--- src/mpu_core_cfg.svh ---
// Constants of the core special function register bank and DIO ports.
// Assumes inclusion by bare name from the package, the bank module and the pin model.
//
// Functional notes
// - High MOVX address byte register at 0xBF, reset 0x00.
// - Baud control at 0xD8, reset 0x00, bit 7 only.
// - Interrupt request control at 0xC0, reset 0x00.
// - Status, accumulator, B reset to 0x00.
// - Accumulator holds operands, implicitly addressed by instructions.
// - B serves multiply/divide, else scratch byte.
// - Status bits: carry, half carry, user, overflow, user.
// - Status bit 0 is accumulator even parity.
// - Stack pointer resets 0x07, pre-increments on push.
// - Data pointer 16-bit, loaded whole or bytewise.
// - Program counter resets 0x0000, increments on fetch.
// - Latch one drives pin high, zero low.
// - Latch visible on pins configured as outputs.
// - Direction registers at 0xA2/0x91/0xA1, one outputs.
// - Port data 0x80/0x90/0xA0 serve pins 0-21.
// - Each port has latch, driver and input buffer.
// - Output pins stay readable through input path.
// - Registers answer only direct, never indirect, accesses.
`ifndef MPU_CORE_CFG_SVH
`define MPU_CORE_CFG_SVH

// ----------------------------------------------------------------
// Register addresses
// ----------------------------------------------------------------
`define ADDR_PORT0_DATA 8'h80
`define ADDR_STACK_POINTER 8'h81
`define ADDR_DATA_POINTER_LOW 8'h82
`define ADDR_DATA_POINTER_HIGH 8'h83
`define ADDR_PORT1_DATA 8'h90
`define ADDR_PORT1_DIRECTION 8'h91
`define ADDR_PORT2_DATA 8'hA0
`define ADDR_PORT2_DIRECTION 8'hA1
`define ADDR_PORT0_DIRECTION 8'hA2
`define ADDR_MOVX_HIGH_ADDRESS 8'hBF
`define ADDR_INTERRUPT_REQUEST_CONTROL 8'hC0
`define ADDR_PROGRAM_STATUS_WORD 8'hD0
`define ADDR_BAUD_RATE_CONTROL 8'hD8
`define ADDR_WORKING_OPERAND 8'hE0
`define ADDR_MULTIPLY_AUX 8'hF0

// ----------------------------------------------------------------
// Reset values
// ----------------------------------------------------------------
`define RST_BYTE_ZERO 8'h00
`define RST_PORT0_DATA 8'hFF
`define RST_PORT1_DATA 8'hFF
`define RST_PORT2_DATA 8'h00
`define RST_DIRECTION 8'h00
`define RST_STACK_POINTER 8'h07
`define RST_DATA_POINTER 16'h0000
`define RST_PROGRAM_COUNTER 16'h0000
`define RST_BANK_BASE 8'h00

// ----------------------------------------------------------------
// Status word and baud control fields
// ----------------------------------------------------------------
`define PSW_CARRY 7
`define PSW_HALF_CARRY 6
`define PSW_USER_FLAG_ZERO 5
`define PSW_BANK_HIGH 4
`define PSW_BANK_LOW 3
`define PSW_OVERFLOW 2
`define PSW_USER_FLAG_ONE 1
`define PSW_PARITY 0
`define BAUD_RATE_BIT 7
`define BANK_SHIFT 3

// ----------------------------------------------------------------
// Pins and step sizes
// ----------------------------------------------------------------
`define PORT_WIDTH 8
`define PORT2_PINS 6
`define DIO_PINS 22
`define STACK_STEP 8'h01
`define PC_STEP 16'h0001

`endif

--- src/mpu_core_pkg.sv ---
// Types shared by the special function register bank.
// Assumes mpu_core_cfg.svh is reachable on the include path.
`include "mpu_core_cfg.svh"

package mpu_core_pkg;

    // Flag updates from the arithmetic unit
    typedef struct packed {
        logic carry_we;
        logic carry;
        logic half_carry_we;
        logic half_carry;
        logic overflow_we;
        logic overflow;
    } flag_update_t;

    // Drive of the 22 DIO pins
    typedef struct packed {
        logic [`DIO_PINS-1:0] level;
        logic [`DIO_PINS-1:0] enable;
    } pin_drive_t;

endpackage : mpu_core_pkg

--- src/pin_input_sync.sv ---
// Three-stage input synchroniser with agreement filter for DIO pins.
// Assumes pins are asynchronous to mclk.
`timescale 1ns/1ps
`default_nettype none

module pin_input_sync #(
    parameter int WIDTH = 8
) (
    input wire logic mclk,
    input wire logic resetn,
    input wire logic [WIDTH-1:0] pin_async,
    output logic [WIDTH-1:0] pin_level
);

    logic [WIDTH-1:0] stage1_r;
    logic [WIDTH-1:0] stage2_r;
    logic [WIDTH-1:0] stage3_r;
    logic [WIDTH-1:0] level_r;

    // First stage feeds only the second
    always_ff @(posedge mclk or negedge resetn) begin
        if (!resetn) begin
            stage1_r <= '0;
            stage2_r <= '0;
            stage3_r <= '0;
        end else begin
            stage1_r <= pin_async;
            stage2_r <= stage1_r;
            stage3_r <= stage2_r;
        end
    end

    // A change counts once two later stages agree
    always_ff @(posedge mclk or negedge resetn) begin
        if (!resetn) begin
            level_r <= '0;
        end else begin
            for (int i = 0; i < WIDTH; i++) begin
                if (stage2_r[i] == stage3_r[i]) begin
                    level_r[i] <= stage3_r[i];
                end
            end
        end
    end

    assign pin_level = level_r;

endmodule : pin_input_sync

`default_nettype wire

--- src/mpu_core_sfr_and_ports.sv ---
// Core special function registers and the three DIO ports.
// Assumes a direct-address SFR bus from the core sequencer; the
// core raises sfr_direct only for direct-addressed data accesses.
`timescale 1ns/1ps
`default_nettype none
`include "mpu_core_cfg.svh"

module mpu_core_sfr_and_ports (
    input wire logic mclk,
    input wire logic resetn,
    // SFR bus
    input wire logic [7:0] sfr_addr,
    input wire logic sfr_direct,
    input wire logic sfr_wr,
    input wire logic sfr_rd,
    input wire logic [7:0] sfr_wdata,
    output logic [7:0] sfr_rdata,
    output logic sfr_hit,
    // Core datapath hooks
    input wire logic acc_load,
    input wire logic [7:0] acc_value,
    input wire logic aux_load,
    input wire logic [7:0] aux_value,
    input wire mpu_core_pkg::flag_update_t flag_update,
    input wire logic stack_push,
    input wire logic stack_pop,
    input wire logic data_pointer_load,
    input wire logic [15:0] data_pointer_value,
    input wire logic pc_increment,
    input wire logic pc_load,
    input wire logic [15:0] pc_value,
    // Register contents towards the core
    output logic [7:0] working_operand,
    output logic [7:0] multiply_aux,
    output logic [7:0] status_word,
    output logic [7:0] bank_base,
    output logic [7:0] stack_pointer,
    output logic [15:0] data_pointer,
    output logic [15:0] program_counter,
    output logic [7:0] movx_high_address,
    output logic [7:0] interrupt_request_control,
    output logic baud_rate_select,
    // DIO pins
    input wire logic [`DIO_PINS-1:0] digital_io_pin_in,
    output mpu_core_pkg::pin_drive_t digital_io_pin
);

    // ----------------------------------------------------------------
    // Registers
    // ----------------------------------------------------------------
    logic [7:0] acc_r;
    logic [7:0] aux_r;
    logic [7:0] psw_r;
    logic [7:0] psw_nxt;
    logic [7:0] acc_nxt;
    logic [7:0] bank_base_r;
    logic [7:0] sp_r;
    logic [15:0] data_pointer_r;
    logic [15:0] pc_r;
    logic [7:0] movx_high_r;
    logic [7:0] irq_ctrl_r;
    logic baud_bit_r;
    logic [7:0] port0_data_r;
    logic [7:0] port1_data_r;
    logic [7:0] port2_data_r;
    logic [7:0] port0_dir_r;
    logic [7:0] port1_dir_r;
    logic [7:0] port2_dir_r;
    logic [7:0] rdata_r;
    logic hit_r;
    logic [`DIO_PINS-1:0] pin_level_r;
    logic [`DIO_PINS-1:0] pin_oe_r;

    logic wr_ok;
    logic rd_ok;
    logic [7:0] port0_pins;
    logic [7:0] port1_pins;
    logic [`PORT2_PINS-1:0] port2_pins;

    // ----------------------------------------------------------------
    // Access qualification
    // ----------------------------------------------------------------
    // Indirect accesses to the upper half go to RAM, not here
    assign wr_ok = sfr_wr && sfr_direct;
    assign rd_ok = sfr_rd && sfr_direct;

    function automatic logic wr_at(input logic [7:0] addr);
        wr_at = wr_ok && (sfr_addr == addr);
    endfunction : wr_at

    // ----------------------------------------------------------------
    // Accumulator and B
    // ----------------------------------------------------------------
    // Bus write beats the datapath: an explicit MOV is the later intent
    always_comb begin
        acc_nxt = acc_r;
        if (acc_load) begin
            acc_nxt = acc_value;
        end
        if (wr_at(`ADDR_WORKING_OPERAND)) begin
            acc_nxt = sfr_wdata;
        end
    end

    always_ff @(posedge mclk or negedge resetn) begin
        if (!resetn) begin
            acc_r <= `RST_BYTE_ZERO;
        end else begin
            acc_r <= acc_nxt;
        end
    end

    always_ff @(posedge mclk or negedge resetn) begin
        if (!resetn) begin
            aux_r <= `RST_BYTE_ZERO;
        end else if (wr_at(`ADDR_MULTIPLY_AUX)) begin
            aux_r <= sfr_wdata;
        end else if (aux_load) begin
            aux_r <= aux_value;
        end
    end

    // ----------------------------------------------------------------
    // Program status word
    // ----------------------------------------------------------------
    always_comb begin
        psw_nxt = psw_r;
        if (flag_update.carry_we) begin
            psw_nxt[`PSW_CARRY] = flag_update.carry;
        end
        if (flag_update.half_carry_we) begin
            psw_nxt[`PSW_HALF_CARRY] = flag_update.half_carry;
        end
        if (flag_update.overflow_we) begin
            psw_nxt[`PSW_OVERFLOW] = flag_update.overflow;
        end
        if (wr_at(`ADDR_PROGRAM_STATUS_WORD)) begin
            psw_nxt = sfr_wdata;
        end
        // Parity is never writable; it tracks the next accumulator
        psw_nxt[`PSW_PARITY] = ^acc_nxt;
    end

    always_ff @(posedge mclk or negedge resetn) begin
        if (!resetn) begin
            psw_r <= `RST_BYTE_ZERO;
        end else begin
            psw_r <= psw_nxt;
        end
    end

    // Registered so the core sees the bank with the status word
    always_ff @(posedge mclk or negedge resetn) begin
        if (!resetn) begin
            bank_base_r <= `RST_BANK_BASE;
        end else begin
            bank_base_r <= {3'h0, psw_nxt[`PSW_BANK_HIGH:`PSW_BANK_LOW], 3'h0};
        end
    end

    // ----------------------------------------------------------------
    // Stack pointer, data pointer, program counter
    // ----------------------------------------------------------------
    always_ff @(posedge mclk or negedge resetn) begin
        if (!resetn) begin
            sp_r <= `RST_STACK_POINTER;
        end else if (wr_at(`ADDR_STACK_POINTER)) begin
            sp_r <= sfr_wdata;
        end else if (stack_push) begin
            sp_r <= sp_r + `STACK_STEP;
        end else if (stack_pop) begin
            sp_r <= sp_r - `STACK_STEP;
        end
    end

    always_ff @(posedge mclk or negedge resetn) begin
        if (!resetn) begin
            data_pointer_r <= `RST_DATA_POINTER;
        end else if (data_pointer_load) begin
            data_pointer_r <= data_pointer_value;
        end else begin
            if (wr_at(`ADDR_DATA_POINTER_LOW)) begin
                data_pointer_r[7:0] <= sfr_wdata;
            end
            if (wr_at(`ADDR_DATA_POINTER_HIGH)) begin
                data_pointer_r[15:8] <= sfr_wdata;
            end
        end
    end

    always_ff @(posedge mclk or negedge resetn) begin
        if (!resetn) begin
            pc_r <= `RST_PROGRAM_COUNTER;
        end else if (pc_load) begin
            pc_r <= pc_value;
        end else if (pc_increment) begin
            pc_r <= pc_r + `PC_STEP;
        end
    end

    // ----------------------------------------------------------------
    // Miscellaneous control registers
    // ----------------------------------------------------------------
    always_ff @(posedge mclk or negedge resetn) begin
        if (!resetn) begin
            movx_high_r <= `RST_BYTE_ZERO;
        end else if (wr_at(`ADDR_MOVX_HIGH_ADDRESS)) begin
            movx_high_r <= sfr_wdata;
        end
    end

    always_ff @(posedge mclk or negedge resetn) begin
        if (!resetn) begin
            irq_ctrl_r <= `RST_BYTE_ZERO;
        end else if (wr_at(`ADDR_INTERRUPT_REQUEST_CONTROL)) begin
            irq_ctrl_r <= sfr_wdata;
        end
    end

    // Only one bit exists; the rest read as zero
    always_ff @(posedge mclk or negedge resetn) begin
        if (!resetn) begin
            baud_bit_r <= 1'b0;
        end else if (wr_at(`ADDR_BAUD_RATE_CONTROL)) begin
            baud_bit_r <= sfr_wdata[`BAUD_RATE_BIT];
        end
    end

    // ----------------------------------------------------------------
    // Port latches and direction
    // ----------------------------------------------------------------
    always_ff @(posedge mclk or negedge resetn) begin
        if (!resetn) begin
            port0_data_r <= `RST_PORT0_DATA;
            port1_data_r <= `RST_PORT1_DATA;
            port2_data_r <= `RST_PORT2_DATA;
        end else begin
            if (wr_at(`ADDR_PORT0_DATA)) begin
                port0_data_r <= sfr_wdata;
            end
            if (wr_at(`ADDR_PORT1_DATA)) begin
                port1_data_r <= sfr_wdata;
            end
            if (wr_at(`ADDR_PORT2_DATA)) begin
                port2_data_r <= sfr_wdata;
            end
        end
    end

    always_ff @(posedge mclk or negedge resetn) begin
        if (!resetn) begin
            port0_dir_r <= `RST_DIRECTION;
            port1_dir_r <= `RST_DIRECTION;
            port2_dir_r <= `RST_DIRECTION;
        end else begin
            if (wr_at(`ADDR_PORT0_DIRECTION)) begin
                port0_dir_r <= sfr_wdata;
            end
            if (wr_at(`ADDR_PORT1_DIRECTION)) begin
                port1_dir_r <= sfr_wdata;
            end
            if (wr_at(`ADDR_PORT2_DIRECTION)) begin
                port2_dir_r <= sfr_wdata;
            end
        end
    end

    // Pin drive mirrors latch and direction one edge later
    always_ff @(posedge mclk or negedge resetn) begin
        if (!resetn) begin
            pin_level_r <= '0;
            pin_oe_r <= '0;
        end else begin
            pin_level_r <= {port2_data_r[`PORT2_PINS-1:0], port1_data_r,
                            port0_data_r};
            pin_oe_r <= {port2_dir_r[`PORT2_PINS-1:0], port1_dir_r,
                         port0_dir_r};
        end
    end

    // ----------------------------------------------------------------
    // Pin input path
    // ----------------------------------------------------------------
    // Always sampled, output or not, so pulses driven out stay visible
    pin_input_sync #(.WIDTH(`PORT_WIDTH)) u_sync_port0 (
        .mclk(mclk),
        .resetn(resetn),
        .pin_async(digital_io_pin_in[7:0]),
        .pin_level(port0_pins)
    );

    pin_input_sync #(.WIDTH(`PORT_WIDTH)) u_sync_port1 (
        .mclk(mclk),
        .resetn(resetn),
        .pin_async(digital_io_pin_in[15:8]),
        .pin_level(port1_pins)
    );

    pin_input_sync #(.WIDTH(`PORT2_PINS)) u_sync_port2 (
        .mclk(mclk),
        .resetn(resetn),
        .pin_async(digital_io_pin_in[21:16]),
        .pin_level(port2_pins)
    );

    // ----------------------------------------------------------------
    // Read path
    // ----------------------------------------------------------------
    // Unmapped addresses read zero and drop hit
    always_ff @(posedge mclk or negedge resetn) begin
        if (!resetn) begin
            rdata_r <= `RST_BYTE_ZERO;
            hit_r <= 1'b0;
        end else if (rd_ok) begin
            hit_r <= 1'b1;
            case (sfr_addr)
                `ADDR_PORT0_DATA: rdata_r <= port0_pins;
                `ADDR_PORT1_DATA: rdata_r <= port1_pins;
                `ADDR_PORT2_DATA: rdata_r <= {2'h0, port2_pins};
                `ADDR_PORT0_DIRECTION: rdata_r <= port0_dir_r;
                `ADDR_PORT1_DIRECTION: rdata_r <= port1_dir_r;
                `ADDR_PORT2_DIRECTION: rdata_r <= port2_dir_r;
                `ADDR_STACK_POINTER: rdata_r <= sp_r;
                `ADDR_DATA_POINTER_LOW: rdata_r <= data_pointer_r[7:0];
                `ADDR_DATA_POINTER_HIGH: rdata_r <= data_pointer_r[15:8];
                `ADDR_MOVX_HIGH_ADDRESS: rdata_r <= movx_high_r;
                `ADDR_INTERRUPT_REQUEST_CONTROL: rdata_r <= irq_ctrl_r;
                `ADDR_PROGRAM_STATUS_WORD: rdata_r <= psw_r;
                `ADDR_BAUD_RATE_CONTROL: rdata_r <= {baud_bit_r, 7'h00};
                `ADDR_WORKING_OPERAND: rdata_r <= acc_r;
                `ADDR_MULTIPLY_AUX: rdata_r <= aux_r;
                default: begin
                    rdata_r <= `RST_BYTE_ZERO;
                    hit_r <= 1'b0;
                end
            endcase
        end else begin
            hit_r <= 1'b0;
        end
    end

    // ----------------------------------------------------------------
    // Outputs
    // ----------------------------------------------------------------
    assign sfr_rdata = rdata_r;
    assign sfr_hit = hit_r;
    assign working_operand = acc_r;
    assign multiply_aux = aux_r;
    assign status_word = psw_r;
    assign bank_base = bank_base_r;
    assign stack_pointer = sp_r;
    assign data_pointer = data_pointer_r;
    assign program_counter = pc_r;
    assign movx_high_address = movx_high_r;
    assign interrupt_request_control = irq_ctrl_r;
    assign baud_rate_select = baud_bit_r;
    assign digital_io_pin.level = pin_level_r;
    assign digital_io_pin.enable = pin_oe_r;

endmodule : mpu_core_sfr_and_ports

`default_nettype wire

--- config.mk ---
export PLATFORM = sky130hd
export DESIGN_NAME = mpu_core_sfr_and_ports
export DESIGN_NICKNAME = d
export VERILOG_FILES = /design/src/mpu_core_pkg.sv /design/src/pin_input_sync.sv /design/src/mpu_core_sfr_and_ports.sv
export VERILOG_INCLUDE_DIRS = /design/src
export SDC_FILE = /design/constraint.sdc
export NUM_CORES = 1
export LEC_CHECK = 0
export BUFFER_PORTS_ARGS = -buffer_cell sky130_fd_sc_hd__buf_2
export CAP_MARGIN = 20
export CORE_AREA = 2 2 171 173
export DETAILED_ROUTE_END_ITERATION = 10
export DIE_AREA = 0 0 173 175
export PLACE_DENSITY_LB_ADDON = 0.08
export SLEW_MARGIN = 20
export SYNTH_ARGS = -nofsm -noshare
export SYNTH_HDL_FRONTEND = slang
export SYNTH_HIERARCHICAL = 1
export SYNTH_SLANG_ARGS = --single-unit
--- constraint.sdc ---
create_clock -name mclk -period 2.1 [get_ports mclk]
set_input_delay 0.315 -clock mclk [delete_from_list [all_inputs] [get_ports mclk]]
set_output_delay 0.315 -clock mclk [all_outputs]
set_load 0.01 [all_outputs]
==> results.cfg <==
[logic_synthesis]
synthArstFlopShare_pct = 100
synthCells = 875
synth-compound-area-share_pct = 7.77
yosys_warnings = 6
syn_area_per_cell_um2 = 12.8
ys_ff_latch = 268
synth.cell_area_um2 = 11200
synth_xor_area_share_pct = 2.98
synth_edf_count = 0
yosys.area_share.simple_pct = 9.87
muxShareOfSynthArea_pct = 13.0
synth_top_flop_cell = dfrtp_1
synthDistinctLibCells = 76
synthAdderAreaFrac_pct = 3.18
synth_top_family_by_area = multiplexers
yosysSeqAreaShare_pct = 60.2

[setup_path]
critPathLaunchType = register
cp_slowest_cell = dfrtp_1
cp_top_family = compound AO/OA/AOI/OAI gates
cp_slowest_stage_delay_ns = 0.47
critPathKind = reg -> reg
worst-path-buf-inv = 0
crit_chain = ha_1 -> nand3_1 -> o2111ai_1 -> a211o_1 -> and3b_1 -> o31ai_1
cp-end-kind = register
arrival_ns = 2.36
cp.required_ns = 2.54
crit_fanout = 4

[floorplanning]
core_um2 = 28400
pin_count = 246
die_h_um = 175
num_rows = 62
start_util_pct = 39.4
die_x_um = 173
die-area_um2 = 30300

[clock_network]
cts_tree = done
clock_sinks = 268
clk_latency_ns = 0.55
post-cts-setup-buffers = 0
cts_buffers = 30
path_clk_slew_ns = 0.06
cts.path.max_buffers = 3
htree_levels = 1
ctsResizeCount = 0
cts-root-buf = clkbuf_16

[timing]
slew_headroom_pct = 46.6
finalHoldViolCount = 0
max_freq_mhz = 521
final-setup-viol-count = 0
fin_crit_sh_pct = 91.5
clock_skew_ns = 0.0110
finalSetupTns_ns = 0
final.min_clock_period_ns = 1.92
tightest_slew_ns = 0.799
finalMaxSlewViolations = 0
rsz0062_at_grt = no
timing.hold.ws_ns = 0.0188

[drt]
wire_per_inst_um = 20.3
viasPerCell = 4.96
detail_route.first_pass.iterations = 5
num_vias = 8097
drcViolationCount = 0
drt_iter0_drc = 404
wl_um = 33100
postRouteAntennaNets = 0

[pwr]
fin_total_pwr_uw = 13400
p_leak_uw = 0.00717
power_per_cell_area_nw_per_um2 = 899
max-vdd-ir-drop_uv = 611

[run]
maxCapViolCount = 0

[global_routing]
grt_max_degree = 50
grt_use_total_pct = 21.6
grt-ovfl-total = 0
antenna_found_initial = 0
grt_pass1_vias = 8185
grt_pass1_wl_um = 49900

[layout]
multi_input_area_um2 = 4130
fin_cells = 1633
seqCellArea_um2 = 6730
layout_common_cells = dfrtp_1 (249), buf_2 (238), nand2_1 (81)
finalInstanceArea_um2 = 14900
nets = 1339
layout-drive-gt1-share_pct = 40.0
fillers = 2578
final_common_cell = dfrtp_1
diodes = 0
syn2layout_area_growth_pct = 33.0

[min_path]
hold_path_class = in -> reg

[run_status]
status = complete, no violations

[place]
dp_hpwl_um = 23900
io_buffers = 239
dp.cells = 1526
gp_congestion = 0.888
postPlaceCellArea_um2 = 13300
==> worst min-delay path, delay by kind of cell <==
kind                   cells  cell delay [ns]
buffers and inverters      1             0.08
AND/OR/NAND/NOR            1             0.05
AO/OA/AOI/OAI              1             0.07
==> registers in the layout, indices dropped and copies added, names as in the netlist, 16 cells and up <==
register         count
pin_oe_r            22
pin_level_r         22
data_pointer        16
program_counter     16
==> layout make-up <==
cell class / count / area share, %
Timing Repair Buffer: 370 / 16.5
Clock inverter: 13 / 1.19
Multi-Input combinational cell: 547 / 27.8
Inverter: 10 / 0.252
Sequential cell: 268 / 45.3
Tap cell: 384 / 3.23
Clock buffer: 41 / 5.81
==> worst paths after layout <==
kind,end,startpoint,cells after the start,slack (ns)
max,stack_pointer[7]$_DFFE_PN0P_,stack_pointer[3]$_DFFE_PN0P_,6,0.18
max in group asynchronous,u_sync_port2/stage3_r[3]$_DFF_PN0_,resetn,3,1.12
max reg2reg,stack_pointer[7]$_DFFE_PN0P_,stack_pointer[3]$_DFFE_PN0P_,6,0.18
min reg2reg,u_sync_port1/stage2_r[2]$_DFF_PN0_,u_sync_port1/stage1_r[2]$_DFF_PN0_,0,0.34
min in group asynchronous,u_sync_port2/stage2_r[1]$_DFF_PN0_,resetn,2,0.27
min,data_pointer[13]$_DFFE_PN0P_,data_pointer_value[13],3,0.02
==> metrics by stage <==
step	setup slack [ns]	util, %
5_1_grt	0.0106	52.4
2_1_floorplan	0.111	-
3_5_place_dp	-0.112	46.8
6_report	0.179	52.4
3_3_place_gp	-0.137	46.8
4_1_cts	0.161	52.4
==> per-layer routing <==
| metal | track usage, % | share of wire, % |
|---|---|---|
| met1 | 31.1 | 46 |
| met2 | 33.9 | 46 |
| met3 | 3.52 | 5.0 |
| met4 | 5.93 | 2.7 |
| met5 | 0 | 0 |
==> cells in the mapped netlist, drive strengths merged (5+ instances only) <==
| library cell | number | share of area, % |
|---|---|---|
| dfrtp | 249 | 56 |
| maj3 | 22 | 2.2 |
| nor2 | 37 | 1.4 |
| ha | 7 | 0.78 |
| nor4 | 6 | 0.47 |
| a21oi | 23 | 1.0 |
| nand2 | 82 | 2.8 |
| nor2b | 5 | 0.28 |
| nand4 | 7 | 0.45 |
| xnor2 | 20 | 1.6 |
| o21ai | 52 | 2.3 |
| nor3b | 6 | 0.40 |
| xor2 | 18 | 1.4 |
| buf | 30 | 1.8 |
| dfstp | 19 | 4.5 |
| mux2i | 65 | 5.8 |
| nor3 | 11 | 0.74 |
| and3 | 9 | 0.54 |
| inv | 10 | 0.34 |
| a32oi | 9 | 0.77 |
| a22oi | 9 | 0.60 |
| mux2 | 71 | 7.2 |
| a221oi | 5 | 0.39 |
| clkbuf | 25 | 0.85 |
| nand3 | 23 | 1.1 |
==> cell families after synthesis <==
logic type,after synthesis
xor+xnor,38
buf+inv,65
compound gates,133
fa+ha+maj,30
flops,268
mux,136
other cells,1
simple gates,204
==> where the power goes <==
group	internal [uW]	switching, uW	leakage [uW]
logic	953	1090	0.00331
registers	5550	344	0.00335
clock network	3360	2080	0.000510
total	9860	3510	0.00717
==> repair_timing <==
| item | CTS | global route |
|---|---|---|
| endpoints found under the setup margin | 0 | 0 |
| hold endpoints to repair | 89 | 0 |
| hold buffers | 53 | 0 |
Note: power is estimated with default switching activity, not from simulation.
